[config.mk]
export PLATFORM = sky130hd
export DESIGN_NAME = port_pin_override_mux
export DESIGN_NICKNAME = d
export VERILOG_FILES = /design/src/rtl/pin_mux_pkg.sv /design/src/rtl/pin_override_cell.sv /design/src/rtl/port_pin_override_mux.sv
export SDC_FILE = /design/constraint.sdc
export NUM_CORES = 1
export LEC_CHECK = 0
export ABC_AREA = 1
export BUFFER_PORTS_ARGS = -buffer_cell sky130_fd_sc_hd__buf_2
export CORE_UTILIZATION = 40
export CTS_CLUSTER_SIZE = 28
export DETAILED_ROUTE_END_ITERATION = 7
export PLACE_DENSITY_LB_ADDON = 0.25
export SYNTH_ARGS = -nofsm -noshare
export SYNTH_HDL_FRONTEND = slang
export SYNTH_HIERARCHICAL = 1
export SYNTH_SLANG_ARGS = --single-unit
[constraint.sdc]
create_clock -name clock_i -period 1.6 [get_ports clock_i]
set_input_delay 0.08 -clock clock_i [delete_from_list [all_inputs] [get_ports clock_i]]
set_output_delay 0.08 -clock clock_i [all_outputs]
set_load 0.005 [all_outputs]
[src/rtl/pin_mux_pkg.sv]
/*
 * Shared constants and types for the port pin override multiplexer.
 * Assumes an eight-pin port on one clock with an APB register slave.
 */
package pin_mux_pkg;

    // ==========================================================
    // Port geometry and register map
    // ==========================================================
    localparam int PORT_WIDTH = 8;
    localparam logic [11:0] DIR_OFFSET = 12'h000;
    localparam logic [11:0] LATCH_OFFSET = 12'h004;
    localparam logic [11:0] SAMPLE_OFFSET = 12'h008;
    localparam logic [11:0] CTRL_OFFSET = 12'h00C;
    localparam logic [11:0] STATUS_OFFSET = 12'h010;
    localparam int CTRL_PULLUP_DISABLE_BIT = 0;
    localparam logic [7:0] DIR_RESET = 8'h00;
    localparam logic [7:0] LATCH_RESET = 8'h00;
    localparam logic CTRL_PULLUP_DISABLE_RESET = 1'b0;
    localparam logic [2:0] PULLUP_PATTERN = 3'h2;

    // ==========================================================
    // Alternate function pin positions
    // ==========================================================
    localparam int CAPTURE_BIT = 0;
    localparam int CLKOUT_BIT = 0;
    localparam int T1_CMP_A_BIT = 1;
    localparam int T1_CMP_B_BIT = 2;
    localparam int SPI_SS_BIT = 2;
    localparam int T2_CMP_A_BIT = 3;
    localparam int SPI_MOSI_BIT = 3;
    localparam int OSC_PIN1_BIT = 6;
    localparam int OSC_PIN2_BIT = 7;

    // ==========================================================
    // Override bundle presented by a peripheral for one pin
    // ==========================================================
    typedef struct packed {
        logic pullup_override_en;
        logic pullup_override_val;
        logic dir_override_en;
        logic dir_override_val;
        logic value_override_en;
        logic value_override_val;
        logic toggle_override_en;
        logic input_en_override_en;
        logic input_en_override_val;
    } pin_override_t;

    typedef struct packed {
        logic pullup_en;
        logic drive_en;
        logic drive_val;
        logic input_en;
    } pin_resolved_t;

endpackage : pin_mux_pkg

[src/rtl/pin_override_cell.sv]
/*
 * Combinational resolution of one pin's pull-up, driver and input enable.
 * Assumes registered software bits and a merged override bundle.
 */
`timescale 1ns/1ps
`default_nettype none

module pin_override_cell
(
    input wire pin_mux_pkg::pin_override_t ovr_i,
    input wire logic direction_bit_i,
    input wire logic output_latch_bit_i,
    input wire logic global_pullup_disable_i,
    input wire logic deep_sleep_i,
    output pin_mux_pkg::pin_resolved_t res_o
);

    // ==========================================================
    // Resolution
    // ==========================================================
    always_comb
    begin
        if (ovr_i.pullup_override_en)
        begin
            res_o.pullup_en = ovr_i.pullup_override_val;
        end
        else
        begin
            res_o.pullup_en = ({direction_bit_i, output_latch_bit_i, global_pullup_disable_i}
                               == pin_mux_pkg::PULLUP_PATTERN);
        end
        if (ovr_i.dir_override_en)
        begin
            res_o.drive_en = ovr_i.dir_override_val;
        end
        else
        begin
            res_o.drive_en = direction_bit_i;
        end
        if (ovr_i.value_override_en)
        begin
            res_o.drive_val = ovr_i.value_override_val;
        end
        else
        begin
            res_o.drive_val = output_latch_bit_i;
        end
        if (ovr_i.input_en_override_en)
        begin
            res_o.input_en = ovr_i.input_en_override_val;
        end
        else
        begin
            res_o.input_en = ~deep_sleep_i;
        end
    end

endmodule : pin_override_cell

`default_nettype wire

[src/rtl/port_pin_override_mux.sv]
/*
 * Eight-pin port with alternate function override multiplexing and APB registers.
 * Assumes pad inputs are asynchronous and peripherals supply their own override bundles.
 */
// The register offsets and the APB register port were chosen for this implementation.
`timescale 1ns/1ps
`default_nettype none

// Summary of operation
// - Pull-up override enable high makes pull-up follow the override value while the driver is off.
// - Otherwise pull-up is on only for direction, latch, disable equal 010.
// - Direction override enable high makes driver enable equal override value.
// - Otherwise the software direction bit enables the driver.
// - Value override enable high drives the override value onto the pin while the driver is enabled.
// - Otherwise the driven level follows the output latch bit.
// - Toggle override enable inverts the stored output latch bit.
// - Input enable override enable high sets input enable from override value.
// - Otherwise input is enabled normally and clamped in deep sleep.
// - Raw input to peripherals is taken after clamp, before the synchronizer.
// - The analog path connects straight to the pad.
// - Each port bit n is pin change source n.
// - Bit 3 carries SPI MOSI and timer2 compare A; bit 2 SPI SS and timer1 compare B.
// - Bit 1 carries timer1 compare A; bit 0 capture input and divided clock.
// - Bits 7 and 6 are main and timer oscillator pins 2 and 1.
// - Direction bit one makes an output, zero an input.
// - Writing one to an input register bit toggles the output latch bit.

module port_pin_override_mux
#(
    parameter int WIDTH = pin_mux_pkg::PORT_WIDTH
)
(
    input wire logic clock_i,
    input wire logic resetn_i,
    input wire logic psel_i,
    input wire logic penable_i,
    input wire logic pwrite_i,
    input wire logic [11:0] paddr_i,
    input wire logic [31:0] pwdata_i,
    output logic [31:0] prdata_o,
    output logic pready_o,
    output logic pslverr_o,
    input wire pin_mux_pkg::pin_override_t [WIDTH-1:0] ovr_i,
    input wire logic deep_sleep_i,
    input wire logic timer2_cmp_a_en_i,
    input wire logic timer2_cmp_a_out_i,
    input wire logic timer1_cmp_a_en_i,
    input wire logic timer1_cmp_a_out_i,
    input wire logic timer1_cmp_b_en_i,
    input wire logic timer1_cmp_b_out_i,
    input wire logic divided_clock_en_i,
    input wire logic divided_clock_out_i,
    input wire logic [WIDTH-1:0] pad_in_i,
    output logic [WIDTH-1:0] pad_out_o,
    output logic [WIDTH-1:0] pad_oe_o,
    output logic [WIDTH-1:0] pullup_en_o,
    output logic [WIDTH-1:0] raw_digital_in_o,
    output logic [WIDTH-1:0] pin_change_src_o,
    output logic timer1_capture_in_o,
    output logic spi_mosi_in_o,
    output logic spi_ss_in_o,
    output logic [WIDTH-1:0] analog_pad_path_o,
    output logic main_osc_pin1_o,
    output logic main_osc_pin2_o,
    output logic timer_osc_pin1_o,
    output logic timer_osc_pin2_o
);

    // ==========================================================
    // Declarations
    // ==========================================================
    logic [WIDTH-1:0] dir_reg;
    logic [WIDTH-1:0] dir_next;
    logic [WIDTH-1:0] latch_reg;
    logic [WIDTH-1:0] latch_next;
    logic pullup_disable_reg;
    logic pullup_disable_next;
    logic [31:0] prdata_reg;
    logic [31:0] prdata_next;
    logic pready_reg;
    logic pready_next;
    logic pslverr_reg;
    logic pslverr_next;
    logic [WIDTH-1:0] stage1_reg;
    logic [WIDTH-1:0] stage1_next;
    logic [WIDTH-1:0] stage2_reg;
    logic [WIDTH-1:0] stage2_next;
    logic [WIDTH-1:0] stage3_reg;
    logic [WIDTH-1:0] stage3_next;
    logic [WIDTH-1:0] sample_reg;
    logic [WIDTH-1:0] sample_next;
    logic [WIDTH-1:0] raw_reg;
    logic [WIDTH-1:0] raw_next;
    logic [WIDTH-1:0] out_reg;
    logic [WIDTH-1:0] out_next;
    logic [WIDTH-1:0] oe_reg;
    logic [WIDTH-1:0] oe_next;
    logic [WIDTH-1:0] pu_reg;
    logic [WIDTH-1:0] pu_next;
    logic [WIDTH-1:0] ie_reg;
    logic [WIDTH-1:0] ie_next;
    logic [WIDTH-1:0] toggle_req;
    logic [WIDTH-1:0] gated_in;
    logic access_done;
    logic addr_mapped;
    pin_mux_pkg::pin_override_t [WIDTH-1:0] merged_ovr;
    pin_mux_pkg::pin_resolved_t [WIDTH-1:0] resolved;

    // ==========================================================
    // Override merging and per-pin resolution
    // ==========================================================
    // Timer compare outputs only replace the value; the direction bit must still be set by software.
    always_comb
    begin
        merged_ovr = ovr_i;
        if (timer2_cmp_a_en_i)
        begin
            merged_ovr[pin_mux_pkg::T2_CMP_A_BIT].value_override_en = 1'b1;
            merged_ovr[pin_mux_pkg::T2_CMP_A_BIT].value_override_val = timer2_cmp_a_out_i;
        end
        if (timer1_cmp_b_en_i)
        begin
            merged_ovr[pin_mux_pkg::T1_CMP_B_BIT].value_override_en = 1'b1;
            merged_ovr[pin_mux_pkg::T1_CMP_B_BIT].value_override_val = timer1_cmp_b_out_i;
        end
        if (timer1_cmp_a_en_i)
        begin
            merged_ovr[pin_mux_pkg::T1_CMP_A_BIT].value_override_en = 1'b1;
            merged_ovr[pin_mux_pkg::T1_CMP_A_BIT].value_override_val = timer1_cmp_a_out_i;
        end
        if (divided_clock_en_i)
        begin
            merged_ovr[pin_mux_pkg::CLKOUT_BIT].dir_override_en = 1'b1;
            merged_ovr[pin_mux_pkg::CLKOUT_BIT].dir_override_val = 1'b1;
            merged_ovr[pin_mux_pkg::CLKOUT_BIT].value_override_en = 1'b1;
            merged_ovr[pin_mux_pkg::CLKOUT_BIT].value_override_val = divided_clock_out_i;
        end
    end

    genvar g;
    generate
        for (g = 0; g < WIDTH; g++)
        begin : g_pin
            pin_override_cell u_cell
            (
                .ovr_i(merged_ovr[g]),
                .direction_bit_i(dir_reg[g]),
                .output_latch_bit_i(latch_reg[g]),
                .global_pullup_disable_i(pullup_disable_reg),
                .deep_sleep_i(deep_sleep_i),
                .res_o(resolved[g])
            );
            assign toggle_req[g] = merged_ovr[g].toggle_override_en;
            assign gated_in[g] = pad_in_i[g] & resolved[g].input_en;
        end
    endgenerate

    // ==========================================================
    // Pad drive, pull-up and input path
    // ==========================================================
    // Pad controls are registered, so they follow their causes by one clock.
    always_comb
    begin
        for (int i = 0; i < WIDTH; i++)
        begin
            oe_next[i] = resolved[i].drive_en;
            out_next[i] = resolved[i].drive_en & resolved[i].drive_val;
            pu_next[i] = resolved[i].pullup_en & ~resolved[i].drive_en;
            ie_next[i] = resolved[i].input_en;
        end
        raw_next = gated_in;
        stage1_next = gated_in;
        stage2_next = stage1_reg;
        stage3_next = stage2_reg;
        sample_next = sample_reg;
        for (int i = 0; i < WIDTH; i++)
        begin
            if (stage2_reg[i] == stage3_reg[i])
            begin
                sample_next[i] = stage3_reg[i];
            end
        end
    end

    always_ff @(posedge clock_i or negedge resetn_i)
    begin
        if (!resetn_i)
        begin
            oe_reg <= '0;
            out_reg <= '0;
            pu_reg <= '0;
            ie_reg <= '0;
            raw_reg <= '0;
            stage1_reg <= '0;
            stage2_reg <= '0;
            stage3_reg <= '0;
            sample_reg <= '0;
        end
        else
        begin
            oe_reg <= oe_next;
            out_reg <= out_next;
            pu_reg <= pu_next;
            ie_reg <= ie_next;
            raw_reg <= raw_next;
            stage1_reg <= stage1_next;
            stage2_reg <= stage2_next;
            stage3_reg <= stage3_next;
            sample_reg <= sample_next;
        end
    end

    // ==========================================================
    // APB slave and software registers
    // ==========================================================
    assign access_done = psel_i & penable_i & pready_reg;
    assign addr_mapped = (paddr_i == pin_mux_pkg::DIR_OFFSET) || (paddr_i == pin_mux_pkg::LATCH_OFFSET) ||
                         (paddr_i == pin_mux_pkg::SAMPLE_OFFSET) || (paddr_i == pin_mux_pkg::CTRL_OFFSET) ||
                         (paddr_i == pin_mux_pkg::STATUS_OFFSET);

    always_comb
    begin
        dir_next = dir_reg;
        latch_next = latch_reg;
        pullup_disable_next = pullup_disable_reg;
        pready_next = psel_i & ~penable_i;
        pslverr_next = psel_i & ~penable_i & ~addr_mapped;
        prdata_next = prdata_reg;
        if (psel_i && !penable_i)
        begin
            prdata_next = 32'h0000_0000;
            case (paddr_i)
                pin_mux_pkg::DIR_OFFSET: prdata_next[WIDTH-1:0] = dir_reg;
                pin_mux_pkg::LATCH_OFFSET: prdata_next[WIDTH-1:0] = latch_reg;
                pin_mux_pkg::SAMPLE_OFFSET: prdata_next[WIDTH-1:0] = sample_reg;
                pin_mux_pkg::CTRL_OFFSET: prdata_next[pin_mux_pkg::CTRL_PULLUP_DISABLE_BIT] = pullup_disable_reg;
                pin_mux_pkg::STATUS_OFFSET: prdata_next[WIDTH-1:0] = ie_reg;
                default: prdata_next = 32'h0000_0000;
            endcase
        end
        if (access_done && pwrite_i)
        begin
            case (paddr_i)
                pin_mux_pkg::DIR_OFFSET: dir_next = pwdata_i[WIDTH-1:0];
                pin_mux_pkg::LATCH_OFFSET: latch_next = pwdata_i[WIDTH-1:0];
                pin_mux_pkg::SAMPLE_OFFSET: latch_next = latch_reg ^ pwdata_i[WIDTH-1:0];
                pin_mux_pkg::CTRL_OFFSET: pullup_disable_next = pwdata_i[pin_mux_pkg::CTRL_PULLUP_DISABLE_BIT];
                default: pullup_disable_next = pullup_disable_reg;
            endcase
        end
        // A peripheral toggle lands on top of any software write in the same cycle.
        latch_next = latch_next ^ toggle_req;
    end

    always_ff @(posedge clock_i or negedge resetn_i)
    begin
        if (!resetn_i)
        begin
            dir_reg <= pin_mux_pkg::DIR_RESET;
            latch_reg <= pin_mux_pkg::LATCH_RESET;
            pullup_disable_reg <= pin_mux_pkg::CTRL_PULLUP_DISABLE_RESET;
            prdata_reg <= 32'h0000_0000;
            pready_reg <= 1'b0;
            pslverr_reg <= 1'b0;
        end
        else
        begin
            dir_reg <= dir_next;
            latch_reg <= latch_next;
            pullup_disable_reg <= pullup_disable_next;
            prdata_reg <= prdata_next;
            pready_reg <= pready_next;
            pslverr_reg <= pslverr_next;
        end
    end

    // ==========================================================
    // Outputs
    // ==========================================================
    assign prdata_o = prdata_reg;
    assign pready_o = pready_reg;
    assign pslverr_o = pslverr_reg;
    assign pad_out_o = out_reg;
    assign pad_oe_o = oe_reg;
    assign pullup_en_o = pu_reg;
    assign raw_digital_in_o = raw_reg;
    assign pin_change_src_o = raw_reg;
    assign timer1_capture_in_o = raw_reg[pin_mux_pkg::CAPTURE_BIT];
    assign spi_mosi_in_o = raw_reg[pin_mux_pkg::SPI_MOSI_BIT];
    assign spi_ss_in_o = raw_reg[pin_mux_pkg::SPI_SS_BIT];
    // The analog path is a wire by nature; a flip-flop here would break the analog signal.
    assign analog_pad_path_o = pad_in_i;
    assign main_osc_pin1_o = pad_in_i[pin_mux_pkg::OSC_PIN1_BIT];
    assign main_osc_pin2_o = pad_in_i[pin_mux_pkg::OSC_PIN2_BIT];
    assign timer_osc_pin1_o = pad_in_i[pin_mux_pkg::OSC_PIN1_BIT];
    assign timer_osc_pin2_o = pad_in_i[pin_mux_pkg::OSC_PIN2_BIT];

endmodule : port_pin_override_mux

`default_nettype wire

# Yosys cells after proc, flatten, opt, wreduce, memory -nomap -nowiden

Cells that the tools add are included.

Register bits: 91
Input bits: 138
Output and inout port bits: 89
Logic and storage cells: 132

Equal/unequal tests: 20
Muxes and demuxes: 40
Bitwise operators: 41
Reduce and logical (&&, ||, !) cells: 10

Operators by type and width:

| kind                                                  | count |
|---|---|
| 2-to-1 mux 1 bit                                      | 32 |
| AND 1 bit                                             | 28 |
| case mux 7 bit (4 select lines)                       | 1 |
| equality test 12 x 4 -> 1 bit (second input constant) | 2 |
| equality test 3 x 2 -> 1 bit (second input constant)  | 8 |
| case mux 8 bit (2 select lines)                       | 1 |
| XOR 8 bit                                             | 2 |
| equality test 12 x 3 -> 1 bit (second input constant) | 1 |
| equality test 12 x 5 -> 1 bit (second input constant) | 1 |
| logical NOT 12 bit                                    | 1 |
| NOT 1 bit                                             | 11 |
| equality test 1 bit                                   | 8 |
| 2-to-1 mux 8 bit                                      | 1 |
| 2-to-1 mux 2 bit                                      | 3 |
| case mux 1 bit (5 select lines)                       | 1 |
| logical OR 1 bit                                      | 4 |
| 2-to-1 mux 4 bit                                      | 1 |
| AND reduction 2 bit                                   | 2 |
| logical AND 1 bit                                     | 2 |
| logical NOT 1 bit                                     | 1 |

# Logic depth before layout (Yosys ltp)

Depth in word-level cells: 7
Mapped depth: 11
Gate-level depth less buffers: 10

# Hierarchy

The synthesis kept the hierarchy.

By module, submodules not included:

| module                | instances | cells an instance | area each (µm²) | seq. area each (µm²) |
|---|---|---|---|---|
| port_pin_override_mux | 1         | 432               | 4,055.1         | 2,277.2 |
| pin_override_cell     | 8         | 13                | 52.6            | 0.0 |

# Least setup slack after synthesis

OpenSTA, ideal clock, no wires.

Path kind: register to register
From: reg pready_reg (netlist: pready_o)
To: reg dir_reg[6]
Library setup time: 76 ps
Arrival time: 1,212 ps
Data required time: 1,524 ps
Path slack: 312 ps
Stages on the path, launching flop included: 7
Path buffers: 1
Period minus slack after synthesis: 1,288 ps
Cells stage by stage: dfrtp_1 -> nand4_1 -> clkinv_1 -> nand3_2 -> buf_4 -> nand2_1 -> o21ai_1

Longest elaborated chain between the ends: 3

RTL lines:

| element                       | RTL line                     | RTL |
|---|---|---|
| from (decl)                   | port_pin_override_mux.sv:80  | `logic pready_reg;` |
| from (signal assigned)        | port_pin_override_mux.sv:272 | `pready_reg <= pready_next;` |
| AND 1 bit                     | port_pin_override_mux.sv:216 | `assign access_done = psel_i & penable_i & pready_reg;` |
| logical AND 1 bit             | port_pin_override_mux.sv:241 | `if (access_done && pwrite_i)` |
| AND reduction 2 bit (no line) | n/a                          |  |
| to (signal assigned)          | port_pin_override_mux.sv:259 | `dir_reg <= pin_mux_pkg::DIR_RESET;` |
| to (signal assigned)          | port_pin_override_mux.sv:268 | `dir_reg <= dir_next;` |
| to (decl)                     | port_pin_override_mux.sv:72  | `logic [WIDTH-1:0] dir_reg;` |

No other way between the ends.
A chain may end at the register's enable or synchronous reset.

# Final worst setup path

From: reg pready_reg (netlist: pready_o)
To: reg latch_reg[5]

Longest elaborated chain between the ends: 4

RTL lines:

| element                 | RTL line                     | RTL |
|---|---|---|
| AND 1 bit               | port_pin_override_mux.sv:216 |  |
| logical AND 1 bit       | port_pin_override_mux.sv:241 |  |
| 2-to-1 mux 8 bit        | port_pin_override_mux.sv:241 |  |
| XOR 8 bit               | port_pin_override_mux.sv:252 | `latch_next = latch_next ^ toggle_req;` |
| named net latch_next[5] | port_pin_override_mux.sv:75  | `logic [WIDTH-1:0] latch_next;` |
| to (signal assigned)    | port_pin_override_mux.sv:260 | `latch_reg <= pin_mux_pkg::LATCH_RESET;` |
| to (signal assigned)    | port_pin_override_mux.sv:269 | `latch_reg <= latch_next;` |
| to (decl)               | port_pin_override_mux.sv:74  | `logic [WIDTH-1:0] latch_reg;` |

The timed path passes the listed nets, and every way through them passes these cells.

==> summary.txt <==
Global routing
  – Number of global-route vias before repair: 3945
  – GRT overflow: 0
  – Largest net degree at the start of global routing: 42
  – First-pass GRT wire length: 17500 um
  – Initial antenna violation count: 0
  – Overall routing resource usage: 0.193

Critical path
  – Type of origin of the critical path: register
  – Crit. Startpoint: pready_o
  – Slowest cell on the critical path: dfrtp_1
  – R2r setup slk: 0.25 ns
  – Reg-to-reg critical path endpoint: latch_reg[5]
  – Critical R2R Launch: pready_o
  – CP endpoint kind: register
  – R2R cell count: 7
  – Crit Path Category: register to register
  – Worst Path Max Fanout: 5
  – Crit path DAT: 1.60 ns
  – Required time of the critical path: 1.85 ns
  – CP peak stage delay: 0.41 ns
  – Cell Chain, Critical Path: nand4_1, clkinv_1, buf_4, nand3_1, nand2_1, nand3_1, nand2_1

CTS
  – Clk_lat worst skew: 0.35 ns
  – Post-cts sizing count: 0
  – Longest Clk Path Bufs: 2
  – CTS Buf Count: 9
  – Clock Tree Root: clkbuf_8
  – CTS tree: yes
  – Clock sink count: 91
  – H-tree Lvls: 3
  – Clk pin slew, worst setup/hold paths: 0.09 ns

Yosys
  – Area contributors post-synth: dfrtp_1, nand2_1, buf_4
  – Synth Warn #: 6
  – Ys async rst share: 1.00
  – Post-synth EDFFs: 0
  – Synthesized cell area: 0.00448 mm2
  – Syn_area_per_cell: 8.35 um2
  – Top-area cell type share of the netlist area: 0.509
  – Sequential cell area fraction in the yosys report: 0.509
  – Yosys reg bits: 91
  – Largest area contributor in the netlist: dfrtp_1
  – Synth Instances: 536
  – Prevailing post-synth register cell: dfrtp_1
  – Yosys cell types: 30

Cells and area
  – Ratio of cells with drive above 1 in the final layout: 0.302
  – Post-layout util: 0.555
  – Nets@finish: 892
  – Layout area overhead: 35.0%
  – Final Non-Filler Cells: 898
  – Commonest non-fill, non-tap cells in the layout: buf_2, nand2_1, dfrtp_1
  – Ant diodes: 0
  – Commonest non-fill, non-tap cell in the layout: buf_2
  – Final instance area: 0.00604 mm2

Run status
  – Status: completed

STA
  – Min Hold Slack: 0.0156 ns
  – Peak Freq: 738 MHz
  – RSZ-0062 raised after global routing: false
  – Crit path time final: 1.35 ns
  – Setup TNS: 0 ns
  – Hold Violations, Final: 0
  – Worst Skew: 0.00384 ns
  – Max-slew violation count: 0
  – Setup violators final: 0
  – Final worst path period share: 0.846

Placed design
  – Gp weighted congestion: 0.778
  – Placed Cells incl. Taps: 834
  – HPWL after DPL: 7800 um
  – Placement Cell Area: 0.00532 mm2
  – # port buffers: 178

Floorplan
  – DIE AREA: 0.0116 mm2
  – Die width: 108 um
  – Ports: 227
  – Initial Utilization: 0.411
  – Die height: 108 um
  – Core area: 0.0109 mm2
  – Row count: 38

Detailed routing
  – DRT iter0 DRCs: 132
  – Vias per cell: 4.48
  – Total number of vias: 4023
  – Final wirelength: 10600 um
  – TritonRoute pass-1 iters: 4
  – Number of remaining DRC errors: 0
  – Routed len/inst: 11.9 um
  – ANT nets after route: 0

Pwr
  – Pwr Density: 842 mW/mm2
  – Clk pwr share: 0.359
  – Leak pwr: 3.47 nW
  – VDD IR max: 0.642 mV
  – Reg power frac: 0.494
  – Switching power total: 1.24 mW
  – Switching Share: 0.244
  – Combinational power share: 0.147
  – Int Power: 3.85 mW

Worst hold path
  – Hold path endpoint: dir_reg[4]
  – Hold Crit Depth: 3
  – Hold crit path type: primary input to register
  – HP Start: pwdata_i[4]

Job
  – Max-capacitance violation count: 0
timing repair:
item	4_1_cts	5_1_grt
setup endpoints to repair	0	0
endpoints found under the hold margin	64	0
hold buffers	49	0
buffers inserted	0	0
cell families after synthesis:
group,count (synthesis),synth area share
AND/OR/NAND/NOR,250,0.247
buffers and inverters,124,0.148
flip-flops,91,0.509
AO/OA/AOI/OAI,58,0.0668
adder cells (fa/ha/maj),8,0.0179
multiplexers,4,0.0101
other,1,0.000838
power groups by stage:
stage          sequential [mW]  clock, mW  combinational (mW)
4_1_cts                   2.52       1.90               0.750
6_report                  2.51       1.83               0.746
5_1_grt                   2.53       1.98               0.858
3_5_place_dp              2.56          0               0.649
3_3_place_gp              2.55          0               0.626
2_1_floorplan             2.55          0               0.374
per-stage QoR:
stage                     setup WS, ns  total power [mW]
after global placement           0.176              3.18
final                            0.246              5.09
after floorplan                  0.312              2.93
after detailed placement         0.139              3.21
after CTS                        0.220              5.17
after global routing             0.110              5.37
synth_stat cells, types with 4 or more instances:
library cell  instances
nor2_4                4
o21ai_0              16
nand3_1              38
buf_4                49
inv_1                68
a21oi_1               9
nor2_1               32
dfrtp_1              91
mux2_2                4
maj3_1                8
nand2_1             155
or2_2                 6
o21ai_1              30
final cells by class:
| class | count | area, um2 |
|---|---|---|
| Clock buffer | 9 | 124 |
| Clock inverter | 6 | 113 |
| Fill cell | 1046 | 4840 |
| Inverter | 72 | 270 |
| Multi-Input combinational cell | 344 | 1620 |
| Sequential cell | 91 | 2280 |
| Tap cell | 140 | 175 |
| Timing Repair Buffer | 236 | 1460 |
worst max-delay path: cells and delay by family, from the launching register on:
| kind | cells | cell delay (ns) |
|---|---|---|
| simple gates | 5 | 0.42 |
| flops | 1 | 0.41 |
| buf+inv | 2 | 0.43 |
per-layer routing:
metal,GRT usage,vias to the layer above,wire [um]
met3,0.0593,9,803
met2,0.352,152,5350
met1,0.219,1832,4410
met5,0,-,0
met4,0.0421,0,93
li1,-,2030,-
how the worst max path moves through the flow:
stage               slack (ns)           end
floorplan                 0.31    dir_reg[6]
global placement          0.18  latch_reg[4]
detailed placement        0.14  latch_reg[4]
CTS                       0.22  latch_reg[4]
global route              0.11  latch_reg[3]
finish                    0.25  latch_reg[5]
Note: power is estimated with default switching activity, not from simulation.
